**src/include/acc_pkg.sv**
```systemverilog
/*
 * Shared constants and types for the comparator control block:
 * register offsets, field positions, reset values, event encodings.
 * Assumes an 8-bit register port with 8-bit addresses.
 */
package acc_pkg;

   // Register port geometry
   localparam int unsigned ADDR_W = 8;
   localparam int unsigned DATA_W = 8;

   // Register offsets
   localparam logic [7:0] OFFS_CTRL_B = 8'h05;
   localparam logic [7:0] OFFS_CTRL_A = 8'h06;
   localparam logic [7:0] OFFS_DIDR   = 8'h60;

   // comparator_control_status_a fields
   localparam int unsigned A_OFF_BIT  = 7;
   localparam int unsigned A_BG_BIT   = 6;
   localparam int unsigned A_RES_BIT  = 5;
   localparam int unsigned A_FLAG_BIT = 4;
   localparam int unsigned A_IE_BIT   = 3;
   localparam int unsigned A_CAP_BIT  = 2;
   localparam int unsigned A_SEL_LSB  = 0;

   // comparator_control_b fields
   localparam int unsigned B_HYST_BIT = 7;
   localparam int unsigned B_HYSTERESIS_LEVEL_BIT = 6;
   localparam int unsigned B_RSVD_BIT = 4;
   localparam int unsigned B_MUX_BIT  = 2;
   localparam logic [7:0]  B_RW_MASK  = 8'hEF;

   // digital_input_disable_0 fields
   localparam int unsigned D_POS_BIT = 1;
   localparam int unsigned D_NEG_BIT = 2;

   // Reset values
   localparam logic [7:0] RST_CTRL_A = 8'h00;
   localparam logic [7:0] RST_CTRL_B = 8'h00;
   localparam logic [7:0] RST_DIDR   = 8'h00;

   // Output event selection
   typedef enum logic [1:0] {
      EVT_TOGGLE = 2'b00,
      EVT_RSVD   = 2'b01,
      EVT_FALL   = 2'b10,
      EVT_RISE   = 2'b11
   } acc_evt_t;

endpackage : acc_pkg

```
**src/include/acc_evt_if.sv**
```systemverilog
/*
 * Carrier between the control top and the event detector.
 * Assumes both ends share core_clk.
 */
`timescale 1ns/1ps
interface acc_evt_if;
   import acc_pkg::*;
   logic     compRaw;
   logic     compOff;
   acc_evt_t evtSel;
   logic     syncResult;
   logic     eventHit;

   modport detect (
      input  compRaw,
      input  compOff,
      input  evtSel,
      output syncResult,
      output eventHit
   );
   modport ctrl (
      output compRaw,
      output compOff,
      output evtSel,
      input  syncResult,
      input  eventHit
   );
endinterface : acc_evt_if

```
**src/core/acc_event_detect.sv**
```systemverilog
/*
 * Synchroniser and edge detector for the comparator decision.
 * Assumes compRaw is asynchronous to core_clk; all else is local.
 */
`timescale 1ns/1ps
module acc_event_detect
   import acc_pkg::*;
(
   input wire logic core_clk,
   input wire logic reset,
   input wire logic clkEn,
   acc_evt_if.detect evt
);

   logic syncFirst_q, syncFirst_d;
   logic syncSecond_q, syncSecond_d;
   logic prev_q, prev_d;
   logic cur;

   // Match one sample pair against the selected event type
   function automatic logic matchEvent(input acc_evt_t sel, input logic c, input logic p);
      logic hit;
      hit = 1'b0;
      unique case (sel)
         EVT_TOGGLE: hit = (c != p);
         EVT_FALL:   hit = p & ~c;
         EVT_RISE:   hit = c & ~p;
         EVT_RSVD:   hit = 1'b0;
      endcase
      return hit;
   endfunction : matchEvent

   // Powered-down comparator reads low, gated after the second stage
   assign cur = syncSecond_q & ~evt.compOff;

   // Two-stage sync and previous sample
   always_comb begin
      syncFirst_d  = evt.compRaw;
      syncSecond_d = syncFirst_q;
      prev_d       = cur;
   end

   always_ff @(posedge core_clk) begin
      if (reset) begin
         syncFirst_q  <= 1'b0;
         syncSecond_q <= 1'b0;
         prev_q       <= 1'b0;
      end else if (clkEn) begin
         syncFirst_q  <= syncFirst_d;
         syncSecond_q <= syncSecond_d;
         prev_q       <= prev_d;
      end
   end

   assign evt.syncResult = cur;
   assign evt.eventHit   = matchEvent(evt.evtSel, cur, prev_q);
endmodule : acc_event_detect

```
**src/core/analog_comparator_control.sv**
```systemverilog
/*
 * Digital control and status around an analog comparator: input
 * selection, result sync, event flag, interrupt, capture routing,
 * hysteresis and digital-input-disable controls.
 * Assumes the analog macro returns its decision on compRaw
 * asynchronously, and that converter and CPU signals share core_clk.
 */
// Implementation choice: the strobed register port.
`timescale 1ns/1ps

// What this block does
// - Comparator result high while positive input exceeds negative input.
// - Result passes a two-stage sync before reading as status.
// - Event select: 00 toggle, 10 fall, 11 rise, 01 reserved.
// - Hardware sets the event flag on a matching output change.
// - Flag clears on interrupt vector or writing one; zero does nothing.
// - Interrupt requested only with flag, enable and global enable set.
// - Writing one to the off bit powers the comparator down.
// - Bandgap select picks internal reference, else positive pin.
// - Capture routing bit feeds result to the timer capture front end.
// - Negative input from converter channel only if mux on, converter off.
// - Hysteresis enable turns hysteresis on; level bit picks 20 or 50 mV.
// - Bit 4 of control register B always reads zero.
// - Pin input-disable bits turn off buffers and force pin reads zero.
module analog_comparator_control
   import acc_pkg::*;
(
   input  wire logic              core_clk,
   input  wire logic              reset,
   input  wire logic              clkEn,
   // Register port
   input  wire logic [ADDR_W-1:0] regAddr,
   input  wire logic [DATA_W-1:0] regWrData,
   input  wire logic              regWrStrobe,
   input  wire logic              regRdStrobe,
   output logic      [DATA_W-1:0] regRdData,
   // Analog comparator macro
   input  wire logic              compRaw,
   output logic                   compPowerOff,
   output logic                   posSelBandgap,
   output logic                   negSelMux,
   output logic      [3:0]        negChannel,
   output logic                   hystEnable,
   output logic                   hystLevel,
   // Converter and CPU context
   input  wire logic              converterEnable,
   input  wire logic [3:0]        converterChannel,
   input  wire logic              globalIrqEnable,
   input  wire logic              irqVectorAck,
   output logic                   compIrq,
   // Timer capture front end
   output logic                   captureTrigger,
   // Comparator pins, digital side
   input  wire logic [1:0]        pinLevelRaw,
   output logic      [1:0]        pinInputOff,
   output logic      [1:0]        pinLevelRead
);

   acc_evt_if evtBus ();

   logic [7:0] ctrlA_q, ctrlA_d;
   logic [7:0] ctrlB_q, ctrlB_d;
   logic [7:0] didr_q, didr_d;
   logic [7:0] rdData_q, rdData_d;
   logic       negMux_q, negMux_d;
   logic [3:0] negChan_q, negChan_d;
   logic       capTrig_q, capTrig_d;
   logic [1:0] pinSyncA_q, pinSyncA_d;
   logic [1:0] pinSyncB_q, pinSyncB_d;
   logic [1:0] pinRead_q, pinRead_d;
   logic       wrA, wrB, wrD;
   logic       flagSet, flagClr;
   logic [7:0] statusA;

   // Address decode, shared by the write path and the checks
   assign wrA = regWrStrobe && regAddr == OFFS_CTRL_A;
   assign wrB = regWrStrobe && regAddr == OFFS_CTRL_B;
   assign wrD = regWrStrobe && regAddr == OFFS_DIDR;

   // Detector hookup; the off bit also masks the decision
   assign evtBus.compRaw = compRaw;
   assign evtBus.compOff = ctrlA_q[A_OFF_BIT];
   assign evtBus.evtSel  = acc_evt_t'(ctrlA_q[A_SEL_LSB +: 2]);

   acc_event_detect u_detect (
      .core_clk (core_clk),
      .reset    (reset),
      .clkEn    (clkEn),
      .evt      (evtBus)
   );

   // Event flag: a set in the same cycle as a clear wins
   assign flagSet = evtBus.eventHit;
   assign flagClr = irqVectorAck || (wrA && regWrData[A_FLAG_BIT]);

   // Control and status register A
   always_comb begin
      ctrlA_d = ctrlA_q;
      if (wrA) begin
         ctrlA_d[A_OFF_BIT]           = regWrData[A_OFF_BIT];
         ctrlA_d[A_BG_BIT]            = regWrData[A_BG_BIT];
         ctrlA_d[A_IE_BIT]            = regWrData[A_IE_BIT];
         ctrlA_d[A_CAP_BIT]           = regWrData[A_CAP_BIT];
         ctrlA_d[A_SEL_LSB +: 2]      = regWrData[A_SEL_LSB +: 2];
      end
      ctrlA_d[A_RES_BIT] = 1'b0;       // Result is never stored here
      if (flagSet) begin
         ctrlA_d[A_FLAG_BIT] = 1'b1;
      end else if (flagClr) begin
         ctrlA_d[A_FLAG_BIT] = 1'b0;
      end
   end

   // Control register B; the reserved bit never stores
   always_comb begin
      ctrlB_d = ctrlB_q;
      if (wrB) begin
         ctrlB_d = regWrData & B_RW_MASK;
      end
   end

   // Digital input disable register
   always_comb begin
      didr_d = didr_q;
      if (wrD) begin
         didr_d = regWrData;
      end
   end

   always_ff @(posedge core_clk) begin
      if (reset) begin
         ctrlA_q <= RST_CTRL_A;
         ctrlB_q <= RST_CTRL_B;
         didr_q  <= RST_DIDR;
      end else if (clkEn) begin
         ctrlA_q <= ctrlA_d;
         ctrlB_q <= ctrlB_d;
         didr_q  <= didr_d;
      end
   end

   // Live view of register A with the synchronized result
   always_comb begin
      statusA            = ctrlA_q;
      statusA[A_RES_BIT] = evtBus.syncResult;
   end

   // Read data stands for exactly one cycle; unmapped reads give zero
   always_comb begin
      rdData_d = '0;
      if (regRdStrobe) begin
         unique case (regAddr)
            OFFS_CTRL_A: rdData_d = statusA;
            OFFS_CTRL_B: rdData_d = ctrlB_q;
            OFFS_DIDR:   rdData_d = didr_q;
            default:     rdData_d = '0;
         endcase
      end
   end

   // Negative input route, registered so the analog mux sees clean levels
   always_comb begin
      negMux_d  = ctrlB_q[B_MUX_BIT] && !converterEnable;
      negChan_d = negMux_d ? converterChannel : 4'h0;
   end

   // Capture routing: no connection while the bit is clear
   always_comb begin
      capTrig_d = ctrlA_q[A_CAP_BIT] && evtBus.syncResult;
   end

   // Pin levels are asynchronous: two stages, then the disable gate
   always_comb begin
      pinSyncA_d = pinLevelRaw;
      pinSyncB_d = pinSyncA_q;
      pinRead_d  = pinSyncB_q & ~pinInputOff;
   end

   always_ff @(posedge core_clk) begin
      if (reset) begin
         rdData_q   <= '0;
         negMux_q   <= 1'b0;
         negChan_q  <= 4'h0;
         capTrig_q  <= 1'b0;
         pinSyncA_q <= 2'b00;
         pinSyncB_q <= 2'b00;
         pinRead_q  <= 2'b00;
      end else if (clkEn) begin
         rdData_q   <= rdData_d;
         negMux_q   <= negMux_d;
         negChan_q  <= negChan_d;
         capTrig_q  <= capTrig_d;
         pinSyncA_q <= pinSyncA_d;
         pinSyncB_q <= pinSyncB_d;
         pinRead_q  <= pinRead_d;
      end
   end

   // Outputs to the analog macro and neighbours
   assign regRdData      = rdData_q;
   assign compPowerOff   = ctrlA_q[A_OFF_BIT];
   assign posSelBandgap  = ctrlA_q[A_BG_BIT];
   assign negSelMux      = negMux_q;
   assign negChannel     = negChan_q;
   assign hystEnable     = ctrlB_q[B_HYST_BIT];
   assign hystLevel      = ctrlB_q[B_HYST_BIT] & ctrlB_q[B_HYSTERESIS_LEVEL_BIT];
   assign captureTrigger = capTrig_q;
   assign pinInputOff    = {didr_q[D_NEG_BIT], didr_q[D_POS_BIT]};
   assign pinLevelRead   = pinRead_q;

   // Level interrupt; software must drop the enable before mode changes
   assign compIrq = ctrlA_q[A_FLAG_BIT] && ctrlA_q[A_IE_BIT]
                    && globalIrqEnable;
endmodule : analog_comparator_control

```
**config.mk**
```make
export PLATFORM = sky130hd
export DESIGN_NAME = analog_comparator_control
export DESIGN_NICKNAME = d
export VERILOG_FILES = /design/src/include/acc_pkg.sv /design/src/include/acc_evt_if.sv /design/src/core/acc_event_detect.sv /design/src/core/analog_comparator_control.sv
export SDC_FILE = /design/constraint.sdc
export NUM_CORES = 1
export LEC_CHECK = 0
export BUFFER_PORTS_ARGS = -buffer_cell sky130_fd_sc_hd__buf_2
export CAP_MARGIN = 20
export CORE_MARGIN = 8
export CORE_UTILIZATION = 55
export CTS_CLUSTER_SIZE = 12
export DETAILED_ROUTE_END_ITERATION = 8
export GPL_ROUTABILITY_DRIVEN = 0
export HOLD_SLACK_MARGIN = 0.08
export PLACE_DENSITY = 0.83
export SLEW_MARGIN = 20
export SYNTH_ARGS = -nofsm -noshare
export SYNTH_HDL_FRONTEND = slang
export SYNTH_SLANG_ARGS = --single-unit
```
**constraint.sdc**
```tcl
create_clock -name core_clk -period 3.8 [get_ports core_clk]
set_input_delay 0.76 -clock core_clk [delete_from_list [all_inputs] [get_ports core_clk]]
set_output_delay 0.76 -clock core_clk [all_outputs]
set_load 0.02 [all_outputs]
```
# == After elaboration in Yosys (flattened, before gate mapping) ==
# Index checks and enable logic that the tools add are counted.
# totals
input_bits,31
output_inout_bits,23
word_cells,52
reg_bits,45
# op_classes
mux,6
reduce_logical,16
bitwise,9
n_eq_ne,7
# op_table
operator,count
$pmux W8 S3,1
$eq A8 B3 Y1 const B,2
$eq A8 B7 Y1 const B,1
$logic_and A1 B1 Y1,8
$mux W8,1
$reduce_and A2 Y1,4
$and A1 B1 Y1,4
$eq A2 B2 Y1 const B,2
$mux W4,1
$pmux W1 S4,1
$not A1 Y1,3
$and A2 B2 Y2,1
$eq A2 B1 Y1 const B,1
$logic_not A2 Y1,1
$mux W1,2
$not A2 Y2,1
$reduce_bool A2 Y1,1
$logic_not A1 Y1,1
$logic_or A1 B1 Y1,1
$ne A1 B1 Y1,1

# == Depth between registers and ports, before layout ==
# Gate-level depths: netlist of the first run.
# depth
ltp_word,7
ltp_mapped,7
ltp_nobuf,7

# == Cells and area by module ==
# A second synthesis of the first run with hierarchy kept.
# hier_totals
cells_unflattened,199
hier_area_um2,1998.2
# modules_own_cells
mod,cells_per_inst,instances,area_each_um2,seq_area_each_um2
analog_comparator_control,181,1,1829.3,840.8
acc_event_detect,18,1,168.9,60.1

# == Worst setup path before layout of the first run ==
# Ideal clock, no wire load.
# synth_path
kind,input port to flip-flop
startpoint,in regAddr[3]
endpoint,reg ctrlB_q[0]
path_buffers,1
setup_time_ns,0.128
path_slack_ns,1.439
arrival_time_ns,2.233
cell_stages,5
required_ns,3.672
cell_sequence,or4b_1 buf_6 nor4_4 mux2i_1 nor2_1
# synth_via
elab_chain_cells,3
# synth_rtl
element,line,source
"start, declared",analog_comparator_control.sv:32,"input wire logic [ADDR_W-1:0] regAddr,"
$eq A8 B3 Y1,analog_comparator_control.sv:77,assign wrB = regWrStrobe && regAddr == OFFS_CTRL_B;
$logic_and A1 B1 Y1,analog_comparator_control.sv:77,
$reduce_and A2 Y1 (no source line),--,
"end signal, assigned",analog_comparator_control.sv:137,ctrlB_q <= ctrlB_d;
"end, declared",analog_comparator_control.sv:62,"logic [7:0] ctrlB_q, ctrlB_d;"
# Every way passes these cells.
# A chain may end at the register's enable or synchronous reset.

# == Worst setup path after layout of the first run ==
# layout_path
startpoint,in regAddr[3]
endpoint,reg ctrlB_q[6]
# The elaborated chain is that of the path after synthesis.

==> flow_summary_export.csv, run 1 <==
group,metric,value,unit
clocking,cts_root_buf,"clkbuf_4",
worst_setup_path,critPathTopFamily,"simple AND/OR/NAND/NOR gates",
power_and_ir_drop,leakage,1.04,nW
yosys,ys_seq_elements,45,
timing,final-setup-viol-count,0,
worst_setup_path,critPathArrivalTime,2.60,ns
finish,seq_area,901,sq um
timing,post-route-period-util,0.623,
timing,hold_viol,0,
finish,final_cell_mix,"buf_2 (53), dfxtp_1 (45), nor2_1 (32), mux2i_1 (30), nor3_1 (12)",
worst_setup_path,crit_buf_inv,1,
global_routing,overflow,0,
worst_setup_path,crit_type,"in2reg",
timing,fin_crit,2.37,ns
placement,dpl-instance-area,2210,sq um
timing,final.setup_skew,0.0123,ns
routing,route.met3.wl,438,microns
finish,design_area,2260,sq um
finish,drive_above_1_share,0.253,
run_status,outcome,"finished, final reports clean",
finish,final.fill_count,280,
finish,final_common_cell,"buf_2",
placement,port_buffers,53,
worst_setup_path,end_kind,"flop",
worst_setup_path,cp_slowest_stage_delay,0.73,ns
worst_setup_path,critPathRequiredTime,4.03,ns
clocking,postCtsResizedCells,0,
timing,grt_setup_unrepaired,"no",
power_and_ir_drop,vdd_drop_max,0.192,mV
clocking,hold_buffers,0,
clocking,cts.path.max_buffers,2,
timing,worstMarginPinSlew,0.749,ns
global_routing,grt_pass1_wl,7.11,mm
timing,fmax,422,MHz
global_routing,grt_start_max_net_pins,41,
worst_setup_path,crit_chain,"buf_2 -> or4b_1 -> nor4_4 -> mux2i_1 -> nor2_1",
clocking,cts_tree,"done",
clocking,clock-sinks,45,
routing,vias,1632,
timing,final_max_slew_viol_count,0,
finish,final_util,0.668,
die,core.rowCount,21,
global_routing,grt_pass1_vias,1512,
placement,place_hpwl,3.33,mm
power_and_ir_drop,powerDensity,336,nW/um^2
hold_path,hold_class,"reg2reg",
die,die-area,5740,sq um
worst_setup_path,slowest_stage,"nor4_4",
clocking,cts_buffers,5,
timing,finalSetupTns,0,ns
finish,antenna_cells,0,
yosys,yosysSeqAreaShare,0.459,
job,maxCapViolations,0,
global_routing,antenna_found_initial,0,
worst_setup_path,cp_max_fo,7,
finish,areaGrowthSynthToFinish,15.3,%
yosys,syn_inst,207,
global_routing,groute.usage.overall,0.163,
die,core_area,3390,sq um
die,die_y,75.8,microns
yosys,synth_nets,240,
finish,nets,286,
yosys,syn_avg_cell_area,9.49,sq um
yosys,yosysWarnings,0,
yosys,yosysUniqueCellTypes,32,
routing,drt_wl_total,4.49,mm
timing,slew_headroom,0.497,
finish,multi_input_area,945,sq um
routing,routedWlPerCell,15.0,microns
yosys,syn_area,1960,sq um
routing,drc,0,
timing,fin_hold_ws,0.471,ns
routing,drt_iter0_markers,155,
die,die_x,75.8,microns
routing,routed_via_density,5.46,
die,io_pins,54,
clocking,post-cts-setup-buffers,0,
clocking,clock_latency,0.35,ns
placement,place_ws,1.06,ns
clocking,cts_max_level,2,
routing,detail-route-antenna-nets,0,
routing,firstDrtPassIters,4,
timing,worst_slack,1.43,ns
routing,top_layer,"met4",
die,start_util,0.580,
routing,wl_met1,1.91,mm
routing,wl_met2,2.05,mm
clocking,clk_pin_slew_worst_paths,0.12,ns
worst_setup_path,crit_path_start_kind,"input pin",
-- report_power, final --
part / switching [mW] / internal (mW)
combinational: 0.0304 / 0.0220
sequential: 0.00229 / 0.476
clock: 0.142 / 0.0876
-- worst reg2reg max path: stages, from the launching register on --
cell and delay [ns]:
dfxtp_1 0.42, nand2b_1 0.22, inv_1 0.10, ha_1 0.20
mux2i_1 0.13, nand2_1 0.07, o211ai_1 0.10, a31oi_1 0.10
-- path summary, 6_finish.rpt --
path | startpoint | end | slack, ns | cells past startpoint
setup reg to reg | ctrlA_q[7] | ctrlA_q[4] | 2.33 | 7
setup / recovery | regAddr[3] | ctrlB_q[6] | 1.43 | 5
hold reg to reg | pinLevelRead[1] | pinLevelRead[1] | 0.47 | 2
hold / removal | pinLevelRead[1] | pinLevelRead[1] | 0.47 | 2
-- stage by stage --
stage | instances | total power, mW
6_report | 299 | 0.760
3_3_place_gp | 292 | 0.539
3_5_place_dp | 292 | 0.540
2_1_floorplan | 207 | 0.517
5_1_grt | 299 | 0.792
4_1_cts | 299 | 0.763
-- kinds of logic (layout without fill, tap and decap cells) --
group | after synthesis | count (layout) | share of synthesized area
fa+ha+maj | 2 | 2 | 0.0127
buf+inv | 25 | 71 | 0.0605
xor+xnor | 1 | 1 | 0.00446
mux | 30 | 30 | 0.153
simple gates | 77 | 77 | 0.204
flops | 45 | 45 | 0.459
compound gates | 27 | 27 | 0.107
-- cell usage after synthesis --
cell	count	area, sq um
dfxtp_1	45	901
nor2_1	32	120
mux2i_1	30	300
nor3_1	12	60.1
inv_1	11	41.3
nand2b_1	11	68.8
a21oi_1	8	40.0
clkbuf_1	8	30.0
a22o_1	7	61.3
nand3_1	7	35.0
a221o_1	6	60.1
nand2_1	3	11.3
buf_2	2	10.0
buf_4	2	15.0
buf_6	2	22.5
ha_1	2	25.0
or3_1	2	12.5
or4b_1	2	20.0
or4b_2	2	20.0
a211o_1	1	8.76
a311o_1	1	10.0
a31oi_1	1	6.26
and2_1	1	6.26
and3_1	1	6.26
nor2b_1	1	6.26
nor4_1	1	6.26
nor4_4	1	21.3
o211ai_1	1	7.51
o21ba_2	1	10.0
o22ai_1	1	6.26
or2_2	1	6.26
xnor2_1	1	8.76
-- cell type report --
| type | instances | area share |
|---|---|---|
| Multi-Input combinational cell | 137 | 0.417 |
| Sequential cell | 45 | 0.398 |
| Timing Repair Buffer | 53 | 0.117 |
| Tap cell | 46 | 0.0254 |
| Clock buffer | 7 | 0.0243 |
| Inverter | 11 | 0.0182 |
-- metal layers --
metal,up-vias,GRT usage
met1,731,0.203
met2,77,0.250
met3,12,0.0408
met5,-,0
met4,0,0.0874
li1,812,-
-- flip-flops by register name (all words and copies together) (netlist names), 2 cells and up --
register / cells
pinSyncA_q: 2
didr_q: 8
regRdData: 8
ctrlB_q: 7
ctrlA_q: 7
pinLevelRead: 2
negChannel: 4
pinSyncB_q: 2
Power figures use the tool's default switching activity.
==> run 2: changes to the inputs <==
--- a/config.mk
+++ b/config.mk
@@ -8,12 +8,12 @@
 export BUFFER_PORTS_ARGS = -buffer_cell sky130_fd_sc_hd__buf_2
 export CAP_MARGIN = 20
 export CORE_MARGIN = 8
-export CORE_UTILIZATION = 55
+export CORE_UTILIZATION = 46
 export CTS_CLUSTER_SIZE = 12
 export DETAILED_ROUTE_END_ITERATION = 8
 export GPL_ROUTABILITY_DRIVEN = 0
 export HOLD_SLACK_MARGIN = 0.08
-export PLACE_DENSITY = 0.83
+export PLACE_DENSITY = 0.74
 export SLEW_MARGIN = 20
 export SYNTH_ARGS = -nofsm -noshare
 export SYNTH_HDL_FRONTEND = slang
==> constraint.sdc (replaced) <==
create_clock -name core_clk -period 1.94 [get_ports core_clk]
set_input_delay 0.388 -clock core_clk [delete_from_list [all_inputs] [get_ports core_clk]]
set_output_delay 0.388 -clock core_clk [all_outputs]
set_load 0.02 [all_outputs]
==> run 2 against run 1 <==
  * Highest routed layer unchanged
  * Sequential cell count stayed put
  * Sequential power is 96% higher
  * Largest cell class unchanged
  * Die area is 15% higher
==> flow_summary_export.csv, run 2 (synthesized netlist as in run 1, its figures left out) <==
group,metric,value,unit
timing,finalSetupTns,0,ns
power_and_ir_drop,powerDensity,677,nW/um^2
worst_setup_path,crit_path_start_kind,"input pin",
finish,drive_above_1_share,0.288,
routing,wl_met1,2.07,mm
worst_setup_path,critPathArrivalTime,2.00,ns
hold_path,hp-start,"compRaw",
clocking,postCtsResizedCells,0,
finish,nets,297,
timing,worstMarginPinSlew,0.427,ns
placement,port_buffers,53,
timing,post-route-period-util,0.937,
power_and_ir_drop,vdd_drop_max,0.360,mV
clocking,clock_latency,0.29,ns
clocking,cts_root_buf,"clkbuf_8",
routing,drc,0,
global_routing,groute.usage.overall,0.151,
finish,areaGrowthSynthToFinish,21.7,%
power_and_ir_drop,comb_power_share,0.069,
worst_setup_path,crit_type,"in2reg",
die,die_y,81.4,microns
placement,place_hpwl,3.58,mm
finish,antenna_cells,0,
power_and_ir_drop,pwr-share-clk,0.353,
routing,detail-route-antenna-nets,0,
routing,wl_met2,2.37,mm
worst_setup_path,end_kind,"flop",
timing,fin_hold_ws,0.335,ns
die,die-area,6620,sq um
worst_setup_path,cp_max_fo,6,
clocking,hold_buffers,0,
clocking,clk_pin_slew_worst_paths,0.07,ns
run_status,outcome,"finished, final reports clean",
clocking,post-cts-setup-buffers,0,
worst_setup_path,ff2ff_path_depth,7,
global_routing,grt_start_max_net_pins,27,
routing,drt_iter0_markers,65,
worst_setup_path,critPathRequiredTime,2.12,ns
timing,fin_crit,1.82,ns
routing,firstDrtPassIters,4,
clocking,cts_buffers,5,
timing,slew_headroom,0.714,
routing,routed_via_density,5.25,
clocking,clock-sinks,45,
die,core.rowCount,23,
global_routing,grt_pass1_vias,1703,
power_and_ir_drop,switching_share,0.219,
worst_setup_path,rrSetupSlack,0.57,ns
power_and_ir_drop,leakage,1.11,nW
routing,routedWlPerCell,15.3,microns
worst_setup_path,r2r_end,"ctrlA_q[4]",
power_and_ir_drop,p_switching,355,uW
timing,final.setup_skew,0.00634,ns
routing,drt_wl_total,4.79,mm
die,die_x,81.4,microns
power_and_ir_drop,p_int,1.26,mW
hold_path,hold_end,"u_detect.syncFirst_q",
global_routing,overflow,0,
die,start_util,0.484,
finish,final_cell_mix,"buf_2 (53), dfxtp_1 (45), nor2_1 (32), mux2i_1 (30), nor3_1 (12)",
routing,route.met3.wl,249,microns
die,core_area,4060,sq um
routing,vias,1650,
hold_path,holdPathStages,3,
timing,fmax,550,MHz
hold_path,hold_class,"in2reg",
placement,place_inst,307,
clocking,cts.path.max_buffers,2,
timing,hold_viol,0,
routing,top_layer,"met4",
global_routing,grt_pass1_wl,7.80,mm
job,maxCapViolations,0,
worst_setup_path,regToRegStartpoint,"ctrlA_q[7]",
timing,grt_setup_unrepaired,"no",
finish,stdcell_count,314,
die,io_pins,54,
clocking,cts_max_level,2,
global_routing,antenna_found_initial,0,
timing,final-setup-viol-count,0,
timing,final_max_slew_viol_count,0,
finish,final_common_cell,"buf_2",
clocking,cts_tree,"done",
power_and_ir_drop,p_seq_frac,0.578,
==> run 2: cell types whose count changed in the layout (fill, tap and decap cells not counted) <==
cell / delta
buf_4: +11
clkbuf_4: -5
clkbuf_8: +5
or4b_1: -1
or4b_2: -1
or4b_4: +2
==> run 2: stage by stage <==
step / setup WS (ns) / area, sq um / power, mW / util
3_5_place_dp: -0.175 / 2300 / 1.07 / 0.568
3_3_place_gp: -0.141 / 2300 / 1.07 / 0.568
6_report: 0.122 / 2390 / 1.62 / 0.589
5_1_grt: 0.0582 / 2390 / 1.68 / 0.589
2_1_floorplan: -0.0162 / 1980 / 1.01 / -
4_1_cts: 0.133 / 2390 / 1.63 / 0.589
==> run 2: power groups by stage <==
| stage | Clock (mW) | Sequential [mW] | Combinational (mW) |
|---|---|---|---|
| 6_report | 0.571 | 0.935 | 0.112 |
| 5_1_grt | 0.622 | 0.936 | 0.122 |
| 4_1_cts | 0.584 | 0.935 | 0.112 |
| 3_5_place_dp | 0 | 0.957 | 0.111 |
| 3_3_place_gp | 0 | 0.957 | 0.109 |
| 2_1_floorplan | 0 | 0.956 | 0.0576 |
==> run 2: layout make-up <==
type                       instances  area, sq um
clock buffer                       7         86.3
fill                             386         1670
inverter                          11         41.3
multi-input combinational        137          952
sequential                        45          901
tap                               50         62.6
timing repair buffer              64          348
==> run 2: worst max-delay path, cell delays in order <==
cell and delay [ns]:
buf_2 0.11, or4b_2 0.67, or3_1 0.54, mux2i_1 0.23
nor2_1 0.06
==> run 2: worst max path at each step <==
stage / from / slack (ns) / cells past startpoint / endpoint
2_1_floorplan: regAddr[3] / -0.02 / 5 / ctrlB_q[0]
3_3_place_gp: regAddr[0] / -0.14 / 5 / ctrlA_q[3]
3_5_place_dp: regAddr[0] / -0.17 / 5 / ctrlA_q[6]
4_1_cts: regAddr[0] / 0.13 / 5 / ctrlA_q[7]
5_1_grt: regAddr[0] / 0.06 / 5 / ctrlA_q[6]
6_report: regAddr[0] / 0.12 / 5 / ctrlA_q[7]
==> run 2: routing by layer <==
metal,vias up,GRT usage
li1,829,-
met1,773,0.169
met2,40,0.267
met3,8,0.0353
met4,0,0.0661
met5,-,0
==> run 3: changes to the inputs <==
--- a/config.mk
+++ b/config.mk
@@ -7,13 +7,13 @@
 export LEC_CHECK = 0
 export BUFFER_PORTS_ARGS = -buffer_cell sky130_fd_sc_hd__buf_2
 export CAP_MARGIN = 20
-export CORE_MARGIN = 8
 export CORE_UTILIZATION = 46
 export CTS_CLUSTER_SIZE = 12
 export DETAILED_ROUTE_END_ITERATION = 8
 export GPL_ROUTABILITY_DRIVEN = 0
 export HOLD_SLACK_MARGIN = 0.08
 export PLACE_DENSITY = 0.74
+export REMOVE_ABC_BUFFERS = 1
 export SLEW_MARGIN = 20
 export SYNTH_ARGS = -nofsm -noshare
 export SYNTH_HDL_FRONTEND = slang
==> run 3 against run 2 <==
  * Utilization grew 1.5 points
  * Clock-buffer cell count shrank 1
  * Global-route usage grew 5.9 points
  * Largest power group unchanged
==> flow_summary_export.csv, run 3 (synthesized netlist as in run 1, its figures left out) <==
group,metric,value,unit
run_status,outcome,"finished, final reports clean",
timing,hold_viol,0,
timing,fin_hold_ws,0.291,ns
routing,detail-route-antenna-nets,0,
clocking,clock_latency,0.30,ns
clocking,postCtsResizedCells,0,
placement,port_buffers,53,
worst_setup_path,critPathTopFamily,"simple AND/OR/NAND/NOR gates",
clocking,cts_max_level,2,
timing,final-setup-viol-count,0,
clocking,clock-sinks,45,
routing,drt_iter0_markers,93,
worst_setup_path,cp_slowest_stage_delay,0.69,ns
clocking,cts_buffers,5,
routing,routedWlPerCell,13.7,microns
routing,firstDrtPassIters,4,
timing,worstMarginPinSlew,0.450,ns
timing,final_max_slew_viol_count,0,
worst_setup_path,regToRegStartpoint,"ctrlA_q[7]",
power_and_ir_drop,leakage,1.13,nW
global_routing,groute.usage.overall,0.210,
worst_setup_path,crit_type,"in2reg",
finish,nets,300,
clocking,post-cts-setup-buffers,0,
clocking,clk_pin_slew_worst_paths,0.08,ns
timing,slew_headroom,0.699,
finish,areaGrowthSynthToFinish,24.8,%
die,die_y,67.4,microns
finish,final.fill_count,350,
worst_setup_path,crit_path_start_kind,"input pin",
worst_setup_path,crit_chain,"buf_2 -> or4b_2 -> or3_1 -> mux2i_1 -> nor2_1",
routing,routed_via_density,5.28,
job,maxCapViolations,0,
die,die_x,67.4,microns
routing,vias,1678,
worst_setup_path,cp_max_fo,6,
finish,multi_input_area,945,sq um
worst_setup_path,crit_buf_inv,1,
worst_setup_path,startpoint,"regAddr[0]",
hold_path,hold_class,"in2reg",
die,die-area,4540,sq um
power_and_ir_drop,powerDensity,730,nW/um^2
timing,post-route-period-util,0.952,
finish,final_cell_mix,"buf_2 (53), dfxtp_1 (45), nor2_1 (32), mux2i_1 (30), buf_4 (13)",
finish,drive_above_1_share,0.299,
worst_setup_path,critPathArrivalTime,2.03,ns
timing,fin_crit,1.85,ns
clocking,hold_buffers,0,
hold_path,hp-start,"reset",
die,io_pins,54,
routing,drc,0,
global_routing,antenna_found_initial,0,
placement,place_hpwl,3.10,mm
timing,fmax,541,MHz
routing,drt_wl_total,4.35,mm
finish,seq_area,901,sq um
timing,grt_setup_unrepaired,"no",
global_routing,overflow,0,
die,core_area,4060,sq um
timing,worst_slack,0.0923,ns
die,core.rowCount,23,
placement,place_ws,-0.175,ns
finish,final_common_cell,"buf_2",
clocking,cts.path.max_buffers,2,
die,start_util,0.484,
finish,antenna_cells,0,
clocking,cts_root_buf,"clkbuf_8",
power_and_ir_drop,vdd_drop_max,0.446,mV
timing,final.setup_skew,0.00311,ns
global_routing,grt_start_max_net_pins,38,
global_routing,grt_pass1_vias,1551,
worst_setup_path,critPathRequiredTime,2.12,ns
worst_setup_path,slowest_stage,"or4b_2",
clocking,cts_tree,"done",
worst_setup_path,end_kind,"flop",
global_routing,grt_pass1_wl,7.01,mm
run 3: worst paths after layout:
kind,end,slack [ns],cells after the start
max,ctrlA_q[6],0.09,5
min reg2reg,pinLevelRead[1],0.47,2
min,regRdData[4],0.29,2
max reg2reg,ctrlA_q[4],0.55,7
run 3: power by group:
group / switching (mW) / internal (mW) / total (mW) / leakage, nW
Clock: 0.322 / 0.419 / 0.741 / 0.0574
Combinational: 0.0614 / 0.0522 / 0.114 / 0.711
Sequential: 0.00424 / 0.931 / 0.935 / 0.363
run 3: routing by layer:
metal,share of wire,GRT usage,routed length [microns],up-vias
li1,-,-,-,842
met1,0.45,0.265,1940,768
met2,0.48,0.335,2070,63
met3,0.066,0.0541,289,5
met4,0.011,0.0957,50,0
met5,0,0,0,-
run 3: per-stage QoR:
| stage | area [sq um] | TNS [ns] | utilization | power, mW | cells |
|---|---|---|---|---|---|
| 4_1_cts | 2450 | 0 | 0.604 | 1.80 | 318 |
| 5_1_grt | 2450 | 0 | 0.604 | 1.86 | 318 |
| 3_3_place_gp | 2330 | -3.51 | 0.575 | 1.07 | 310 |
| 2_1_floorplan | 1890 | -1.02 | - | 0.993 | 193 |
| 6_report | 2450 | 0 | 0.604 | 1.79 | 318 |
| 3_5_place_dp | 2330 | -3.91 | 0.575 | 1.07 | 310 |
run 3: area by class of cell:
| cell class | instances | share of cell area |
|---|---|---|
| multi-input combinational | 137 | 0.385 |
| sequential | 45 | 0.367 |
| timing repair buffer | 67 | 0.156 |
| clock buffer | 6 | 0.0337 |
| tap | 50 | 0.0255 |
| inverter | 11 | 0.0168 |
| clock inverter | 2 | 0.0153 |
